[src/common/pll_ctrl_pkg.sv]
// shared constants, types and field layout for the pll control block
package pll_ctrl_pkg;
  // serial word layout
  localparam int WORD_BITS = 32;
  localparam int ADDR_LSB = 0;
  localparam int ADDR_BITS = 4;
  localparam logic [3:0] ADDR_REF_CTRL = 4'hE;
  localparam logic [3:0] ADDR_FB_GAIN = 4'hF;
  // reference and output control word fields
  localparam int POS_ALL_EN = 27;
  localparam int POS_SLEEP = 26;
  localparam int POS_PUMP_HIZ = 25;
  localparam int POS_PUMP_POL = 24;
  localparam int POS_LOCK_SEL = 20;
  localparam int POS_REF_DIV = 8;
  localparam int REF_DIV_BITS = 12;
  localparam int LOCK_SEL_BITS = 4;
  // feedback and gain word fields
  localparam int POS_GAIN = 30;
  localparam int POS_FB_DIV = 8;
  localparam int FB_DIV_BITS = 18;
  localparam int GAIN_BITS = 2;
  localparam int NUM_OUTPUTS = 4;
  // power-on defaults
  localparam logic [11:0] RST_REF_DIV = 12'h00A;
  localparam logic [17:0] RST_FB_DIV = 18'h002F8;
  localparam logic RST_ALL_EN = 1'b1;
  localparam logic RST_SLEEP = 1'b0;
  localparam logic RST_PUMP_HIZ = 1'b0;
  localparam logic RST_PUMP_POL = 1'b0;
  localparam logic [1:0] RST_GAIN = 2'h0;
  // digital lock detect: window in cycles and good comparisons needed
  localparam logic [7:0] LOCK_WINDOW = 8'h04;
  localparam logic [3:0] LOCK_COUNT = 4'h8;
  // lock pin selector codes
  typedef enum logic [3:0] {
    LOCK_HIZ = 4'b0000,
    LOCK_HIGH = 4'b0001,
    LOCK_LOW = 4'b0010,
    LOCK_DIG_HI = 4'b0011,
    LOCK_DIG_LO = 4'b0100,
    LOCK_ANA_PP = 4'b0101,
    LOCK_ANA_NMOS = 4'b0110,
    LOCK_ANA_PMOS = 4'b0111,
    LOCK_FB_HALF = 4'b1001,
    LOCK_REF_DIV = 4'b1011
  } lock_mode_e;
  // pump gain multipliers
  localparam logic [5:0] GAIN_X1 = 6'h01;
  localparam logic [5:0] GAIN_X4 = 6'h04;
  localparam logic [5:0] GAIN_X16 = 6'h10;
  localparam logic [5:0] GAIN_X32 = 6'h20;
  // latched configuration
  typedef struct packed {
    logic all_outputs_enable;
    logic device_sleep_bit;
    logic pump_high_impedance;
    logic pump_polarity;
    logic [3:0] lock_select;
    logic [11:0] ref_divide;
    logic [1:0] pump_gain_select;
    logic [17:0] fb_divide;
  } pll_cfg_s;
  localparam pll_cfg_s CFG_RESET = '{
    all_outputs_enable: RST_ALL_EN,
    device_sleep_bit: RST_SLEEP,
    pump_high_impedance: RST_PUMP_HIZ,
    pump_polarity: RST_PUMP_POL,
    lock_select: LOCK_HIZ,
    ref_divide: RST_REF_DIV,
    pump_gain_select: RST_GAIN,
    fb_divide: RST_FB_DIV
  };
endpackage

[src/hw/edge_divider.sv]
// programmable divider counting enable pulses, with tick and half-phase
`timescale 1ns/1ps
module edge_divider #(
  parameter int WIDTH = 12
) (
  // clock and reset
  input wire logic clk_sys,
  input wire logic reset_n,
  // input edge pulse and ratio
  input wire logic step,
  input wire logic [WIDTH-1:0] ratio,
  // outputs
  output logic tick,
  output logic high_half
);
  logic [WIDTH-1:0] count;
  logic [WIDTH-1:0] next_count;
  logic wrap;
  logic [WIDTH-1:0] low_len;

  // zero ratio is invalid: the counter idles and never ticks
  always_comb
  begin
    wrap = (ratio != '0) && (count >= ratio - 1'b1);
    next_count = wrap || (ratio == '0) ? '0 : count + 1'b1;
    low_len = ratio >> 1;
  end

  // count edges; odd ratios give the extra edge to the high phase
  // low phase starts at count zero, so the first period after reset is full
  always_ff @(posedge clk_sys or negedge reset_n)
  begin
    if (!reset_n)
    begin
      count <= '0;
      tick <= 1'b0;
      high_half <= 1'b0;
    end
    else
    begin
      tick <= step && wrap;
      if (step)
      begin
        count <= next_count;
        high_half <= (ratio != '0) && (next_count >= low_len);
      end
    end
  end
endmodule

[src/hw/pll_ctrl.sv]
// pll divider, lock pin and charge pump control behind the serial port
`timescale 1ns/1ps
module pll_ctrl
  import pll_ctrl_pkg::*;
(
  // clock and reset
  input wire logic clk_sys,
  input wire logic reset_n,
  // serial configuration pins
  input wire logic cfg_clk,
  input wire logic cfg_data,
  input wire logic cfg_latch,
  // clocks and analog lock from the pll core
  input wire logic reference_clock_input,
  input wire logic prescaler_clock,
  input wire logic analog_lock_in,
  // output enable controls
  input wire logic output_enable_pin,
  input wire logic [NUM_OUTPUTS-1:0] per_output_enable,
  // lock indicator pin
  output logic lock_indicator_pin_o,
  output logic lock_indicator_pin_oe,
  // charge pump controls
  output logic pump_up,
  output logic pump_down,
  output logic pump_output_enable,
  output logic [5:0] pump_gain_factor,
  // clock output gating and status
  output logic [NUM_OUTPUTS-1:0] clk_out_enable,
  output logic device_sleep,
  output logic pll_locked
);
  logic [6:0] pins_sync;
  logic s_clk, s_data, s_latch, s_ref, s_presc, s_ana, s_goe;
  logic s_clk_d, s_latch_d, s_ref_d, s_presc_d;
  logic clk_rise, latch_rise, ref_rise, presc_rise;
  logic [WORD_BITS-1:0] shift_word;
  pll_cfg_s cfg;
  logic sleep;
  logic r_tick, r_high, n_tick, n_half;
  logic [7:0] r_age;
  logic [3:0] good_count;
  logic next_pin_o, next_pin_oe;

  // every pin input except per_output_enable passes through the synchroniser
  sync_2ff #(.WIDTH(7)) u_sync (
    .clk_sys(clk_sys),
    .reset_n(reset_n),
    .async_in({cfg_clk, cfg_data, cfg_latch, reference_clock_input,
      prescaler_clock, analog_lock_in, output_enable_pin}),
    .sync_out(pins_sync)
  );
  assign {s_clk, s_data, s_latch, s_ref, s_presc, s_ana, s_goe} = pins_sync;

  // edge history of the synchronised levels
  always_ff @(posedge clk_sys or negedge reset_n)
  begin
    if (!reset_n)
    begin
      s_clk_d <= 1'b0;
      s_latch_d <= 1'b0;
      s_ref_d <= 1'b0;
      s_presc_d <= 1'b0;
    end
    else
    begin
      s_clk_d <= s_clk;
      s_latch_d <= s_latch;
      s_ref_d <= s_ref;
      s_presc_d <= s_presc;
    end
  end

  // sleep freezes both dividers so nothing toggles
  assign sleep = cfg.device_sleep_bit;
  assign clk_rise = s_clk && !s_clk_d;
  assign latch_rise = s_latch && !s_latch_d;
  assign ref_rise = s_ref && !s_ref_d && !sleep;
  assign presc_rise = s_presc && !s_presc_d && !sleep;

  // serial shift register, msb first, separate from the live settings
  always_ff @(posedge clk_sys or negedge reset_n)
  begin
    if (!reset_n)
      shift_word <= '0;
    else if (clk_rise)
      shift_word <= {shift_word[WORD_BITS-2:0], s_data};
  end

  // settings change only on the latch strobe, never mid-shift
  always_ff @(posedge clk_sys or negedge reset_n)
  begin
    if (!reset_n)
      cfg <= CFG_RESET;
    else if (latch_rise)
    begin
      unique case (shift_word[ADDR_LSB +: ADDR_BITS])
        ADDR_REF_CTRL:
        begin
          cfg.all_outputs_enable <= shift_word[POS_ALL_EN];
          cfg.device_sleep_bit <= shift_word[POS_SLEEP];
          cfg.pump_high_impedance <= shift_word[POS_PUMP_HIZ];
          cfg.pump_polarity <= shift_word[POS_PUMP_POL];
          cfg.lock_select <= shift_word[POS_LOCK_SEL +: LOCK_SEL_BITS];
          cfg.ref_divide <= shift_word[POS_REF_DIV +: REF_DIV_BITS];
        end
        ADDR_FB_GAIN:
        begin
          cfg.pump_gain_select <= shift_word[POS_GAIN +: GAIN_BITS];
          cfg.fb_divide <= shift_word[POS_FB_DIV +: FB_DIV_BITS];
        end
        default:
        begin
          cfg <= cfg;
        end
      endcase
    end
  end

  // reference divider on reference clock edges
  edge_divider #(.WIDTH(REF_DIV_BITS)) u_ref_div (
    .clk_sys(clk_sys),
    .reset_n(reset_n),
    .step(ref_rise),
    .ratio(cfg.ref_divide),
    .tick(r_tick),
    .high_half(r_high)
  );

  // feedback divider counts prescaler edges, ticks go to the detector
  edge_divider #(.WIDTH(FB_DIV_BITS)) u_fb_div (
    .clk_sys(clk_sys),
    .reset_n(reset_n),
    .step(presc_rise),
    .ratio(cfg.fb_divide),
    .tick(n_tick),
    .high_half() // code 9 halves the tick instead
  );

  // halved feedback output: toggles once per feedback tick
  always_ff @(posedge clk_sys or negedge reset_n)
  begin
    if (!reset_n)
      n_half <= 1'b0;
    else if (sleep)
      n_half <= 1'b0;
    else if (n_tick)
      n_half <= !n_half;
  end

  // digital lock: feedback tick must land within the window of the
  // reference tick several times in a row; a miss restarts the count
  always_ff @(posedge clk_sys or negedge reset_n)
  begin
    if (!reset_n)
    begin
      r_age <= 8'hFF;
      good_count <= '0;
    end
    else if (sleep)
    begin
      r_age <= 8'hFF;
      good_count <= '0;
    end
    else
    begin
      if (r_tick)
        r_age <= '0;
      else if (r_age != 8'hFF)
        r_age <= r_age + 8'h01;
      if (n_tick)
      begin
        if (r_tick || r_age <= LOCK_WINDOW)
        begin
          if (good_count != LOCK_COUNT)
            good_count <= good_count + 4'h1;
        end
        else
          good_count <= '0;
      end
    end
  end
  assign pll_locked = (good_count == LOCK_COUNT);

  // lock pin selector; unused codes fall back to high impedance
  always_comb
  begin
    next_pin_o = 1'b0;
    next_pin_oe = 1'b0;
    unique case (cfg.lock_select)
      LOCK_HIZ:
      begin
        next_pin_oe = 1'b0;
      end
      LOCK_HIGH:
      begin
        next_pin_o = 1'b1;
        next_pin_oe = 1'b1;
      end
      LOCK_LOW:
      begin
        next_pin_oe = 1'b1;
      end
      LOCK_DIG_HI:
      begin
        next_pin_o = pll_locked;
        next_pin_oe = 1'b1;
      end
      LOCK_DIG_LO:
      begin
        next_pin_o = !pll_locked;
        next_pin_oe = 1'b1;
      end
      LOCK_ANA_PP:
      begin
        next_pin_o = s_ana;
        next_pin_oe = 1'b1;
      end
      LOCK_ANA_NMOS:
      begin
        next_pin_oe = !s_ana; // pulls low while unlocked
      end
      LOCK_ANA_PMOS:
      begin
        next_pin_o = 1'b1;
        next_pin_oe = s_ana; // pulls high while locked
      end
      LOCK_FB_HALF:
      begin
        next_pin_o = n_half;
        next_pin_oe = 1'b1;
      end
      LOCK_REF_DIV:
      begin
        next_pin_o = r_high;
        next_pin_oe = 1'b1;
      end
      default:
      begin
        next_pin_oe = 1'b0;
      end
    endcase
    if (sleep)
      next_pin_oe = 1'b0;
  end

  // registered pin drive keeps glitches off the pad
  always_ff @(posedge clk_sys or negedge reset_n)
  begin
    if (!reset_n)
    begin
      lock_indicator_pin_o <= 1'b0;
      lock_indicator_pin_oe <= 1'b0;
    end
    else
    begin
      lock_indicator_pin_o <= next_pin_o;
      lock_indicator_pin_oe <= next_pin_oe;
    end
  end

  // bang-bang charge pump pulses; polarity swaps the directions
  always_ff @(posedge clk_sys or negedge reset_n)
  begin
    if (!reset_n)
    begin
      pump_up <= 1'b0;
      pump_down <= 1'b0;
      pump_output_enable <= 1'b0;
    end
    else
    begin
      pump_up <= cfg.pump_polarity ? r_tick : n_tick;
      pump_down <= cfg.pump_polarity ? n_tick : r_tick;
      pump_output_enable <= !cfg.pump_high_impedance && !sleep;
    end
  end

  // gain code to multiplier
  always_ff @(posedge clk_sys or negedge reset_n)
  begin
    if (!reset_n)
      pump_gain_factor <= GAIN_X1;
    else
    begin
      unique case (cfg.pump_gain_select)
        2'h0: pump_gain_factor <= GAIN_X1;
        2'h1: pump_gain_factor <= GAIN_X4;
        2'h2: pump_gain_factor <= GAIN_X16;
        2'h3: pump_gain_factor <= GAIN_X32;
      endcase
    end
  end

  // output gating: global bit and pin override each per-output bit
  always_ff @(posedge clk_sys or negedge reset_n)
  begin
    if (!reset_n)
    begin
      clk_out_enable <= '0;
      device_sleep <= 1'b0;
    end
    else
    begin
      clk_out_enable <= (cfg.all_outputs_enable && s_goe && !sleep) ?
        per_output_enable : '0;
      device_sleep <= sleep;
    end
  end

  // settings never move except right after a latch strobe
  property p_cfg_hold;
    @(posedge clk_sys) disable iff (!reset_n)
    (cfg != $past(cfg)) |-> $past(latch_rise);
  endproperty
  a_cfg_hold: assert property (p_cfg_hold)
    else $error("settings changed without a latch strobe");

  property p_sleep_outputs;
    @(posedge clk_sys) disable iff (!reset_n)
    sleep ##1 sleep |-> !lock_indicator_pin_oe && !pump_output_enable
      && clk_out_enable == '0;
  endproperty
  a_sleep_outputs: assert property (p_sleep_outputs)
    else $error("a block stayed active while asleep");

  property p_global_off;
    @(posedge clk_sys) disable iff (!reset_n)
    !cfg.all_outputs_enable |=> clk_out_enable == '0;
  endproperty
  a_global_off: assert property (p_global_off)
    else $error("clock output on with global enable low");

  property p_per_output;
    @(posedge clk_sys) disable iff (!reset_n)
    cfg.all_outputs_enable && s_goe && !sleep
      |=> clk_out_enable == $past(per_output_enable);
  endproperty
  a_per_output: assert property (p_per_output)
    else $error("per-output enable not followed");

  property p_pump_hiz;
    @(posedge clk_sys) disable iff (!reset_n)
    $rose(cfg.pump_high_impedance) |=> !pump_output_enable;
  endproperty
  a_pump_hiz: assert property (p_pump_hiz)
    else $error("pump still driving in high impedance");

  property p_polarity;
    @(posedge clk_sys) disable iff (!reset_n)
    r_tick && !n_tick && $stable(cfg.pump_polarity)
      |=> (pump_up == $past(cfg.pump_polarity)) && (pump_down != pump_up);
  endproperty
  a_polarity: assert property (p_polarity)
    else $error("pump direction wrong for polarity");

  property p_gain;
    @(posedge clk_sys) disable iff (!reset_n)
    cfg.pump_gain_select == 2'h2 ##1 cfg.pump_gain_select == 2'h2
      |-> pump_gain_factor == GAIN_X16;
  endproperty
  a_gain: assert property (p_gain)
    else $error("gain code 2 not 16x");

  property p_lock_high;
    @(posedge clk_sys) disable iff (!reset_n)
    cfg.lock_select == LOCK_HIGH && !sleep
      |=> lock_indicator_pin_oe && lock_indicator_pin_o;
  endproperty
  a_lock_high: assert property (p_lock_high)
    else $error("lock pin not driven high");

  property p_fb_half;
    @(posedge clk_sys) disable iff (!reset_n)
    n_tick && !sleep |=> n_half != $past(n_half);
  endproperty
  a_fb_half: assert property (p_fb_half)
    else $error("halved feedback output missed a toggle");

  property p_zero_ratio;
    @(posedge clk_sys) disable iff (!reset_n)
    cfg.ref_divide == '0 ##1 cfg.ref_divide == '0 |-> !r_tick;
  endproperty
  a_zero_ratio: assert property (p_zero_ratio)
    else $error("reference divider ticked with zero ratio");
endmodule

[src/hw/sync_2ff.sv]
// two-flop synchroniser for a group of pin inputs
`timescale 1ns/1ps
module sync_2ff #(
  parameter int WIDTH = 1
) (
  // clock and reset
  input wire logic clk_sys,
  input wire logic reset_n,
  // pins in, synchronised levels out
  input wire logic [WIDTH-1:0] async_in,
  output logic [WIDTH-1:0] sync_out
);
  logic [WIDTH-1:0] meta;

  // first stage is read only by the second stage
  always_ff @(posedge clk_sys or negedge reset_n)
  begin
    if (!reset_n)
    begin
      meta <= '0;
      sync_out <= '0;
    end
    else
    begin
      meta <= async_in;
      sync_out <= meta;
    end
  end
endmodule
[config.mk]
export PLATFORM = sky130hd
export DESIGN_NAME = pll_ctrl
export DESIGN_NICKNAME = d
export VERILOG_FILES = /design/src/common/pll_ctrl_pkg.sv /design/src/hw/edge_divider.sv /design/src/hw/pll_ctrl.sv /design/src/hw/sync_2ff.sv
export SDC_FILE = /design/constraint.sdc
export NUM_CORES = 1
export LEC_CHECK = 0
export BUFFER_PORTS_ARGS = -buffer_cell sky130_fd_sc_hd__buf_2
export CAP_MARGIN = 10
export CORE_MARGIN = 3
export CORE_UTILIZATION = 45
export CTS_BUF_LIST = sky130_fd_sc_hd__clkbuf_8 sky130_fd_sc_hd__clkbuf_16
export CTS_CLUSTER_SIZE = 24
export DETAILED_ROUTE_END_ITERATION = 8
export GPL_TIMING_DRIVEN = 0
export SYNTH_ARGS = -nofsm -noshare
export SYNTH_HDL_FRONTEND = slang
export SYNTH_SLANG_ARGS = --single-unit
[constraint.sdc]
create_clock -name clk_sys -period 4.45 [get_ports clk_sys]
set_clock_uncertainty 0.2 [all_clocks]
set_input_delay 0.445 -clock clk_sys [delete_from_list [all_inputs] [get_ports clk_sys]]
set_output_delay 0.445 -clock clk_sys [all_outputs]
set_load 0.02 [all_outputs]
==> results by stage, run 1 <==
Status:
- The flow ran to the end, and the final reports show no timing, DRC or antenna violations.

Setup path:
- The worst-path maximum fanout is 4.
- STA classifies the critical path endpoint as a flop.
- The kind of critical path is reg -> reg.
- The data required time of the critical path is 4.54 ns.
- The startpoint class of the critical path is a flop.
- For the worst setup path, the data arrival time is 4.52 ns.

Die:
- The die outline width is 136 um.
- Pin placement for this block handled 30 I/O pins.
- The die covers 0.0184 mm2.
- The initial cell density of the core is 46.7%.
- Measured along the y axis, the die boundary spans 136 um.
- The placeable core region is 0.0162 mm2.
- The cell row count is 46.

CTS:
- The number of clock sinks is 150.
- The clock tree from TritonCTS is yes.
- The clock-pin slew on the worst setup and hold paths is 0.06 ns.
- The clock latency of the later-clocked register in the worst-skew pair is 0.42 ns.
- The clock tree synthesis step divided the H-tree into 4 levels.
- In this run, CTS created clock tree buffers numbering 17.
- The buffer type at the clock tree root is sky130_fd_sc_hd__clkbuf_16.
- The buffer depth of the longest clock path is 2.

Timing:
- For the pin with the worst max-slew slack, the measured transition is 0.762 ns.
- The count of final hold-check violations is 0.
- Based on the critical path, the design can be clocked at up to 226 MHz.
- The share of the clock period used by the worst path is 99.6%.
- In the final timing run, aggregate negative setup slack is 0 ns.
- The final max-slew violation count is 0.
- Setup violations remaining at the end of the flow were counted as 0.
- The worst max-slew margin expressed relative to the limit is 49.2%.
- Setup repair after global routing could not meet its margin everywhere.
- Subtracting the final worst setup slack from the clock period gives 4.43 ns.
- In the post-route analysis, the smallest setup slack over all paths is 0.0180 ns.

Place:
- The congestion estimate from routability-driven global placement came to 0.806.
- The placement-stage worst setup slack is -0.647 ns.
- The number of buffers added on ports is 27.
- The post-placement cell area is 0.00800 mm2.
- The wire-length estimate of the detail-placed layout is 10500 um.

Global routing:
- The largest net degree at the start of global routing is 85.
- The number of global-route vias before repair is 5269.
- The global-route wire length before repair is 24700 um.
- The total routing usage reported by global routing is 16.8%.
- The number of antenna violations at the first check in global routing is 0.
- The total overflow left after global routing is 0.

Logic synthesis:
- For this run, the register share of the synthesized area comes to 50.0%.
- The post-synthesis instance area is 0.00756 mm2.
- Synthesis instantiated 54 different standard cells from the library.
- The number of enable flip-flop cells after synthesis is 0.
- After synthesis, the share of flip-flops with an asynchronous set or reset is 100%.
- The primary flip-flop cell chosen by synthesis mapping is sky130_fd_sc_hd__dfrtp_1.
- The number of cells produced by synthesis is 700.
- In this run, synthesis produced a sequential element count of 150.
- The synthesized area per cell is 10.8 um2.
- The total number of yosys warnings is 0.

Routing:
- The number of vias per cell is 5.29.
- Dividing the detail-routed wire length by the instance count gives 14.8 um.
- The initial DRC count is 283.
- The number of iterations in the first detailed-routing pass is 5.
- The count of antenna-violating nets left after detailed routing is 0.
- The detailed-route wire length is 14800 um.
- For this run, design rule violations remaining after detail routing come to 0.
- The number of vias in the routed layout is 5291.

Cells and area:
- The net count of the finished layout is 835.
- The sequential standard cell area is 0.00378 mm2.
- Of the cells placed in the final design, the portion with a size suffix greater than 1 is 26.0%.
- The area of the multi-input gates is 0.00376 mm2.
- The cell area after layout is 0.00904 mm2.
- Fill cells in the final layout number 1357.
- The number of diodes is 0.
- The area growth from synthesis to final layout is 19.6%.

Run:
- The count of maximum capacitance violations is 0.

Pwr:
- The maximum resistive drop on vdd is 0.281 mV.
- The leakage power summed over all cells is 0.00423 uW.
- The power density over the cells is 408 mW/mm2.

Hold path:
- The type of the worst min-delay path is in -> reg.
==> cells in the final DEF (no fill, tap or decap), types with 5 or more instances in the layout <==
master and count:
sky130_fd_sc_hd__o31ai_1 8, sky130_fd_sc_hd__and2_1 7, sky130_fd_sc_hd__dfrtp_1 132, sky130_fd_sc_hd__xnor2_1 28, sky130_fd_sc_hd__and3_1 7, sky130_fd_sc_hd__a21oi_1 23
sky130_fd_sc_hd__inv_1 30, sky130_fd_sc_hd__nor2_2 10, sky130_fd_sc_hd__dfstp_2 18, sky130_fd_sc_hd__nor2_1 53, sky130_fd_sc_hd__nand2_1 49, sky130_fd_sc_hd__buf_4 17
sky130_fd_sc_hd__clkbuf_1 17, sky130_fd_sc_hd__nor3_1 11, sky130_fd_sc_hd__buf_2 26, sky130_fd_sc_hd__o21ai_0 44, sky130_fd_sc_hd__mux2_2 60, sky130_fd_sc_hd__nand3_1 24
sky130_fd_sc_hd__dlygate4sd3_1 8, sky130_fd_sc_hd__xor2_1 22, sky130_fd_sc_hd__clkinv_4 5, sky130_fd_sc_hd__ha_1 48, sky130_fd_sc_hd__nand2b_1 10, sky130_fd_sc_hd__clkbuf_16 18
sky130_fd_sc_hd__nor2b_1 10, sky130_fd_sc_hd__nand4_1 12, sky130_fd_sc_hd__a31oi_1 5
==> worst max-delay path, stage by stage (launching register included) <==
cell and delay, ns:
sky130_fd_sc_hd__dfrtp_1 0.42, sky130_fd_sc_hd__or4_4 0.59, sky130_fd_sc_hd__nor3_2 0.14, sky130_fd_sc_hd__xnor2_1 0.17
sky130_fd_sc_hd__ha_1 0.32, sky130_fd_sc_hd__a21oi_2 0.18, sky130_fd_sc_hd__nand2_1 0.12, sky130_fd_sc_hd__a221oi_4 0.25
sky130_fd_sc_hd__buf_4 0.16, sky130_fd_sc_hd__buf_6 0.09, sky130_fd_sc_hd__nand4_1 0.09, sky130_fd_sc_hd__ha_1 0.30
sky130_fd_sc_hd__nand2b_4 0.15, sky130_fd_sc_hd__a2111oi_4 0.30, sky130_fd_sc_hd__nor3_2 0.09, sky130_fd_sc_hd__o2111ai_1 0.24
sky130_fd_sc_hd__a31oi_1 0.12, sky130_fd_sc_hd__o31ai_1 0.27, sky130_fd_sc_hd__a31oi_1 0.11
==> path summary, 6_finish.rpt <==
check / slack (ns) / end / cells after the start / from
setup / recovery: 0.02 / u_ref_div.high_half / 18 / cfg[25]
hold / removal: 0.03 / clk_out_enable[1] / 2 / per_output_enable[1]
setup reg to reg: 0.02 / u_ref_div.high_half / 18 / cfg[25]
hold reg to reg: 0.15 / u_sync.sync_out[2] / 0 / u_sync.meta[2]
max in group asynchronous: 2.77 / cfg[23] / 3 / reset_n
min in group asynchronous: 0.45 / pump_gain_factor[4] / 2 / reset_n
==> sequential cells by signal, indices dropped and copies added (netlist names), 4 cells and up <==
| name | flops |
|---|---|
| cfg | 39 |
| u_ref_div.count | 12 |
| pump_gain_factor | 4 |
| u_sync.sync_out | 7 |
| clk_out_enable | 4 |
| u_fb_div.count | 18 |
| r_age | 8 |
| u_sync.meta | 7 |
| good_count | 4 |
| shift_word | 32 |
==> power breakdown <==
part	internal [uW]	switching, uW	total (uW)	leakage (uW)
clock network	840	594	1430	0.000292
logic	364	364	728	0.00198
registers	1450	73.8	1530	0.00196
==> routing by layer <==
metal / part of all wire (%) / up-vias / GRT usage (%)
met5: 0 / - / 0
met4: 1.5 / 0 / 5.88
met3: 3.3 / 22 / 3.75
met2: 48 / 80 / 26.9
met1: 47 / 2608 / 22.7
li1: - / 2581 / -
==> cell usage after synthesis (all sizes together) (9+ instances only) <==
master / instances / area [um2]
dfrtp: 132 / 3300
nor2: 64 / 265
mux2: 60 / 676
ha: 50 / 626
nand2: 49 / 184
o21ai: 47 / 235
inv: 31 / 116
xnor2: 29 / 254
a21oi: 26 / 141
nand3: 26 / 130
xor2: 22 / 193
clkbuf: 18 / 67.6
dfstp: 18 / 473
nor3: 16 / 80.1
nand4: 12 / 75.1
nand2b: 11 / 68.8
nor2b: 11 / 68.8
o31ai: 9 / 67.6
==> cell type report <==
cell class / instances / area share, %
Sequential cell: 150 / 41.8
Multi-Input combinational cell: 497 / 41.6
Clock buffer: 17 / 4.71
Timing Repair Buffer: 53 / 4.40
Tap cell: 216 / 2.99
Clock inverter: 15 / 1.88
Buffer: 22 / 1.33
Inverter: 31 / 1.29
==> repair_timing <==
item,CTS,global route
setup endpoints to repair,20,19
hold endpoints to repair,82,0
pin swaps,6,13
hold buffers,8,0
gates resized for setup,19,26
buffers inserted,8,8
gates cloned,0,1
==> through the flow <==
step | power [uW] | hold slack [ns] | instances | utilization [%]
3_3_place_gp | 2100 | 0.132 | 944 | 49.3
2_1_floorplan | 1970 | -0.0506 | 701 | -
6_report | 3690 | 0.0322 | 1001 | 55.9
4_1_cts | 3640 | 0.0139 | 993 | 54.6
5_1_grt | 3890 | 0.0188 | 1001 | 55.9
3_5_place_dp | 2130 | 0.135 | 945 | 49.5
==> kinds of logic after synthesis <==
logic type	Yosys count	synth area share [%]
AOI/OAI and AO/OA	104	8.05
xor gates and xnor gates	51	5.91
DFF	150	50.0
other	1	0.0496
buffers and inverters	54	3.03
adders and majority gates	50	8.28
muxes	63	9.34
and+or+nand+nor	227	15.4
No activity file was read; power rests on OpenSTA's default activity.
==> run 2, diff against run 1 <==
- CORE_UTILIZATION: 45 -> 58
- CTS_BUF_LIST: sky130_fd_sc_hd__clkbuf_8 sky130_fd_sc_hd__clkbuf_16 -> sky130_fd_sc_hd__clkbuf_2
- PLACE_DENSITY: not set -> 0.79
==> run 2 against run 1 <==
Compared with the run above:
- cell count is 4.1% lower
- wire length up 1.8%
- power down 20%
- worst hold slack gained 0.020 ns
- die area down 21%
- critical path type unchanged
- largest power group unchanged
- highest routed layer unchanged
==> results by stage, run 2 (synthesized netlist as in run 1, its figures left out) <==
Cells and area:
- The register with the most flip-flops in the layout has 39 of them.
- The layout filler cell count is 935.
- In the final layout, the registers with the most flip-flops are cfg: 39 flops, shift_word: 32 flops, u_fb_div.count: 18 flops.
- The count of nets after finishing is 838.
- The library cell used most frequently in the layout, excluding fill and tap cells, is sky130_fd_sc_hd__dfrtp_1.
- The share of layout cells above drive strength 1 is 25.4%.
- Leaving out filler cells and counting taps, the final layout contains 960.
- 0 antenna diodes ended up in the layout.
- Ranked by flip-flop count, first place goes to cfg.
- The area growth from synthesis to final layout is 14.4%.
- In the layout the commonest cells are sky130_fd_sc_hd__dfrtp_1, sky130_fd_sc_hd__mux2_2, sky130_fd_sc_hd__nor2_1.
- For this run, the share of the core covered by cells in the final layout is 68.2%.

Setup path:
- The end of the worst register-to-register path is u_ref_div.high_half.
- The data arrival time of the critical path is 4.84 ns.
- The critical path in this run is classified as reg -> reg.
- The critical path's slowest cell is sky130_fd_sc_hd__or4_4.
- Measured in cells, the most critical reg-to-reg path has a length of 17.
- Across all register-to-register paths, the minimum setup slack is 0.008 ns.
- On the worst path, the slowest cell contributes a delay of 0.57 ns.
- The worst-path maximum fanout is 3.
- The worst setup path is launched from a flop.
- Counting both buffers and inverters, the worst setup path holds a total of 1.
- Walking the worst path, the cells encountered are or4_4 > nor3_4 > nor2b_4 > xnor2_2 > ha_1 > and4_4 > a221oi_4 > buf_4 > nand4_1 > ha_1 > nand2b_4 > a2111oi_4 > nor3_2 > o2111ai_2 > a31oi_1 > o31ai_1 > a31oi_1.
- The type of destination of the critical path is a flop.
- The data required time of the critical path is 4.84 ns.
- The cell family contributing the most delay on the critical path is simple AND/OR/NAND/NOR gates.
- In this run the critical register-to-register path is launched from cfg[25].

Die:
- The initial utilization of the core area, before any placement, comes to 59.6%.
- The initialized floorplan defines 41 standard-cell rows.
- The die area is 0.0144 mm2.
- The die outline width is 120 um.
- During I/O placement, the number of pins put on the boundary was 30.
- Measured along the y axis, the die boundary spans 120 um.
- The total area inside the core boundary comes to 0.0127 mm2.

CTS:
- The number of H-tree levels is 4.
- Clock-pin slew was measured on the worst setup and hold paths at 0.20 ns.
- The clock net in this run drives a total of 150 sinks.
- The buffer depth of the longest clock path is 2.
- The number of clock buffers inserted by TritonCTS is 17.
- The clock latency of the later-clocked register in the worst-skew pair is 0.70 ns.
- The clock tree from TritonCTS is yes.
- In this run the clock root is driven by a sky130_fd_sc_hd__clkbuf_2.

Place:
- During placement, the flow inserted port buffers numbering 27.
- The placement-stage worst setup slack is -0.676 ns.
- Once placement completed, the tool counted placed cells totaling 901.
- Summed over all nets, the half-perimeter wirelength after detailed placement is 10200 um.
- Routability-driven placement finished with a final weighted congestion of 0.813.

Global routing:
- The first global-routing pass estimated 24900 um of wire.
- Global routing consumed, over all layers together, 21.4% of the routing resources.
- The overall overflow remaining after global route is 0.
- The number of antenna violations at the first check in global routing is 0.
- Entering global routing, the biggest net connects 111 pins.
- The number of global-route vias before repair is 5414.

Routing:
- The final routed DRC violation total is 0.
- For this block, the routed nets add up to 15100 um of wire.
- The routed wirelength normalized by instance count is 15.7 um.
- The initial DRC count is 358.
- The routed layout has 5412 vias.
- In the routed layout, each cell is associated on average with a via count of 5.64.
- Once detail routing completed, the nets flagged for antenna violations numbered 0.
- The first detailed-routing pass ran for 5 iterations.

Status:
- The run finished with clean final reports.

Timing:
- The minimum period implied by the final worst setup slack is 4.44 ns.
- The final max-slew violation count is 0.
- Setup violations remaining at the end of the flow were counted as 0.
- Setup repair after global routing could not meet its margin everywhere.
- The worst path meets setup with 0.00764 ns of slack.
- After layout, the worst path uses 99.8% of the clock period.
- The worst max-slew margin expressed relative to the limit is 53.8%.
- The maximum frequency from static timing analysis is 225 MHz.
- The count of final hold-check violations came to 0.
- At the pin with the least slew margin, the transition time is 0.693 ns.

Run:
- Across the run, the number of max-cap violations was 0.

Pwr:
- In this run the power density over the cells is 344 mW/mm2.
- In this run the static leakage power is 0.00409 uW.
- The maximum resistive drop on vdd is 0.182 mV.

Hold path:
- The type of the worst min-delay path is in -> async.
## run 2: layout make-up
cell class / count / area, um2 / area share, %
inverters: 31 / 116 / 1.35
multi-input cells: 497 / 3760 / 43.5
plain buffers: 22 / 120 / 1.39
clock inverters: 13 / 135 / 1.56
well taps: 172 / 215 / 2.49
repair buffers: 56 / 425 / 4.92
flip-flops and latches: 150 / 3780 / 43.7
clock buffers: 19 / 95.1 / 1.10
## run 2: layer usage
| metal | track usage (%) | routed length, um |
|---|---|---|
| met1 | 27.4 | 6560 |
| met2 | 36.7 | 7770 |
| met3 | 4.10 | 554 |
| met4 | 7.16 | 171 |
| met5 | 0 | 0 |
## run 2: power by group
| group | switching (uW) | total, uW | internal, uW | leakage (uW) |
|---|---|---|---|---|
| Combinational | 366 | 701 | 335 | 0.00199 |
| Clock | 485 | 743 | 259 | 0.000135 |
| Sequential | 73.0 | 1530 | 1450 | 0.00196 |
| Total | 923 | 2970 | 2050 | 0.00409 |
## run 2: metrics by stage
| step | power (uW) | hold WS, ns | instance area [um2] | setup TNS, ns |
|---|---|---|---|---|
| 4_1_cts | 2900 | 0.0125 | 8430 | -0.00719 |
| 6_report | 2970 | 0.0526 | 8640 | 0 |
| 3_3_place_gp | 2080 | 0.132 | 7910 | -1.92 |
| 5_1_grt | 3130 | 0.0110 | 8640 | -0.207 |
| 2_1_floorplan | 1970 | -0.0506 | 7560 | 0 |
| 3_5_place_dp | 2130 | 0.135 | 7950 | -4.10 |
## run 2: tightest hold or removal path: cells and delay by family
family	cells	cell delay (ns)
buffers and inverters	3	0.88
## run 2: worst max path at each step
stage / slack (ns) / endpoint / startpoint / cells past startpoint
after floorplan: 0.05 / u_ref_div.high_half / cfg[26] / 18
after global placement: -0.59 / u_ref_div.high_half / cfg[26] / 18
final: 0.008 / u_ref_div.high_half / cfg[25] / 17
after global routing: -0.21 / u_ref_div.high_half / cfg[25] / 17
after detailed placement: -0.68 / u_ref_div.high_half / cfg[26] / 18
after CTS: -0.007 / u_ref_div.high_half / cfg[26] / 18
## run 2: what timing repair did
| action | CTS | global route |
|---|---|---|
| gates resized for setup | 13 | 27 |
| setup endpoints to repair | 20 | 19 |
| pin swaps | 3 | 13 |
| setup buffers | 7 | 8 |
| hold endpoints to repair | 143 | 0 |
| hold buffers | 13 | 0 |
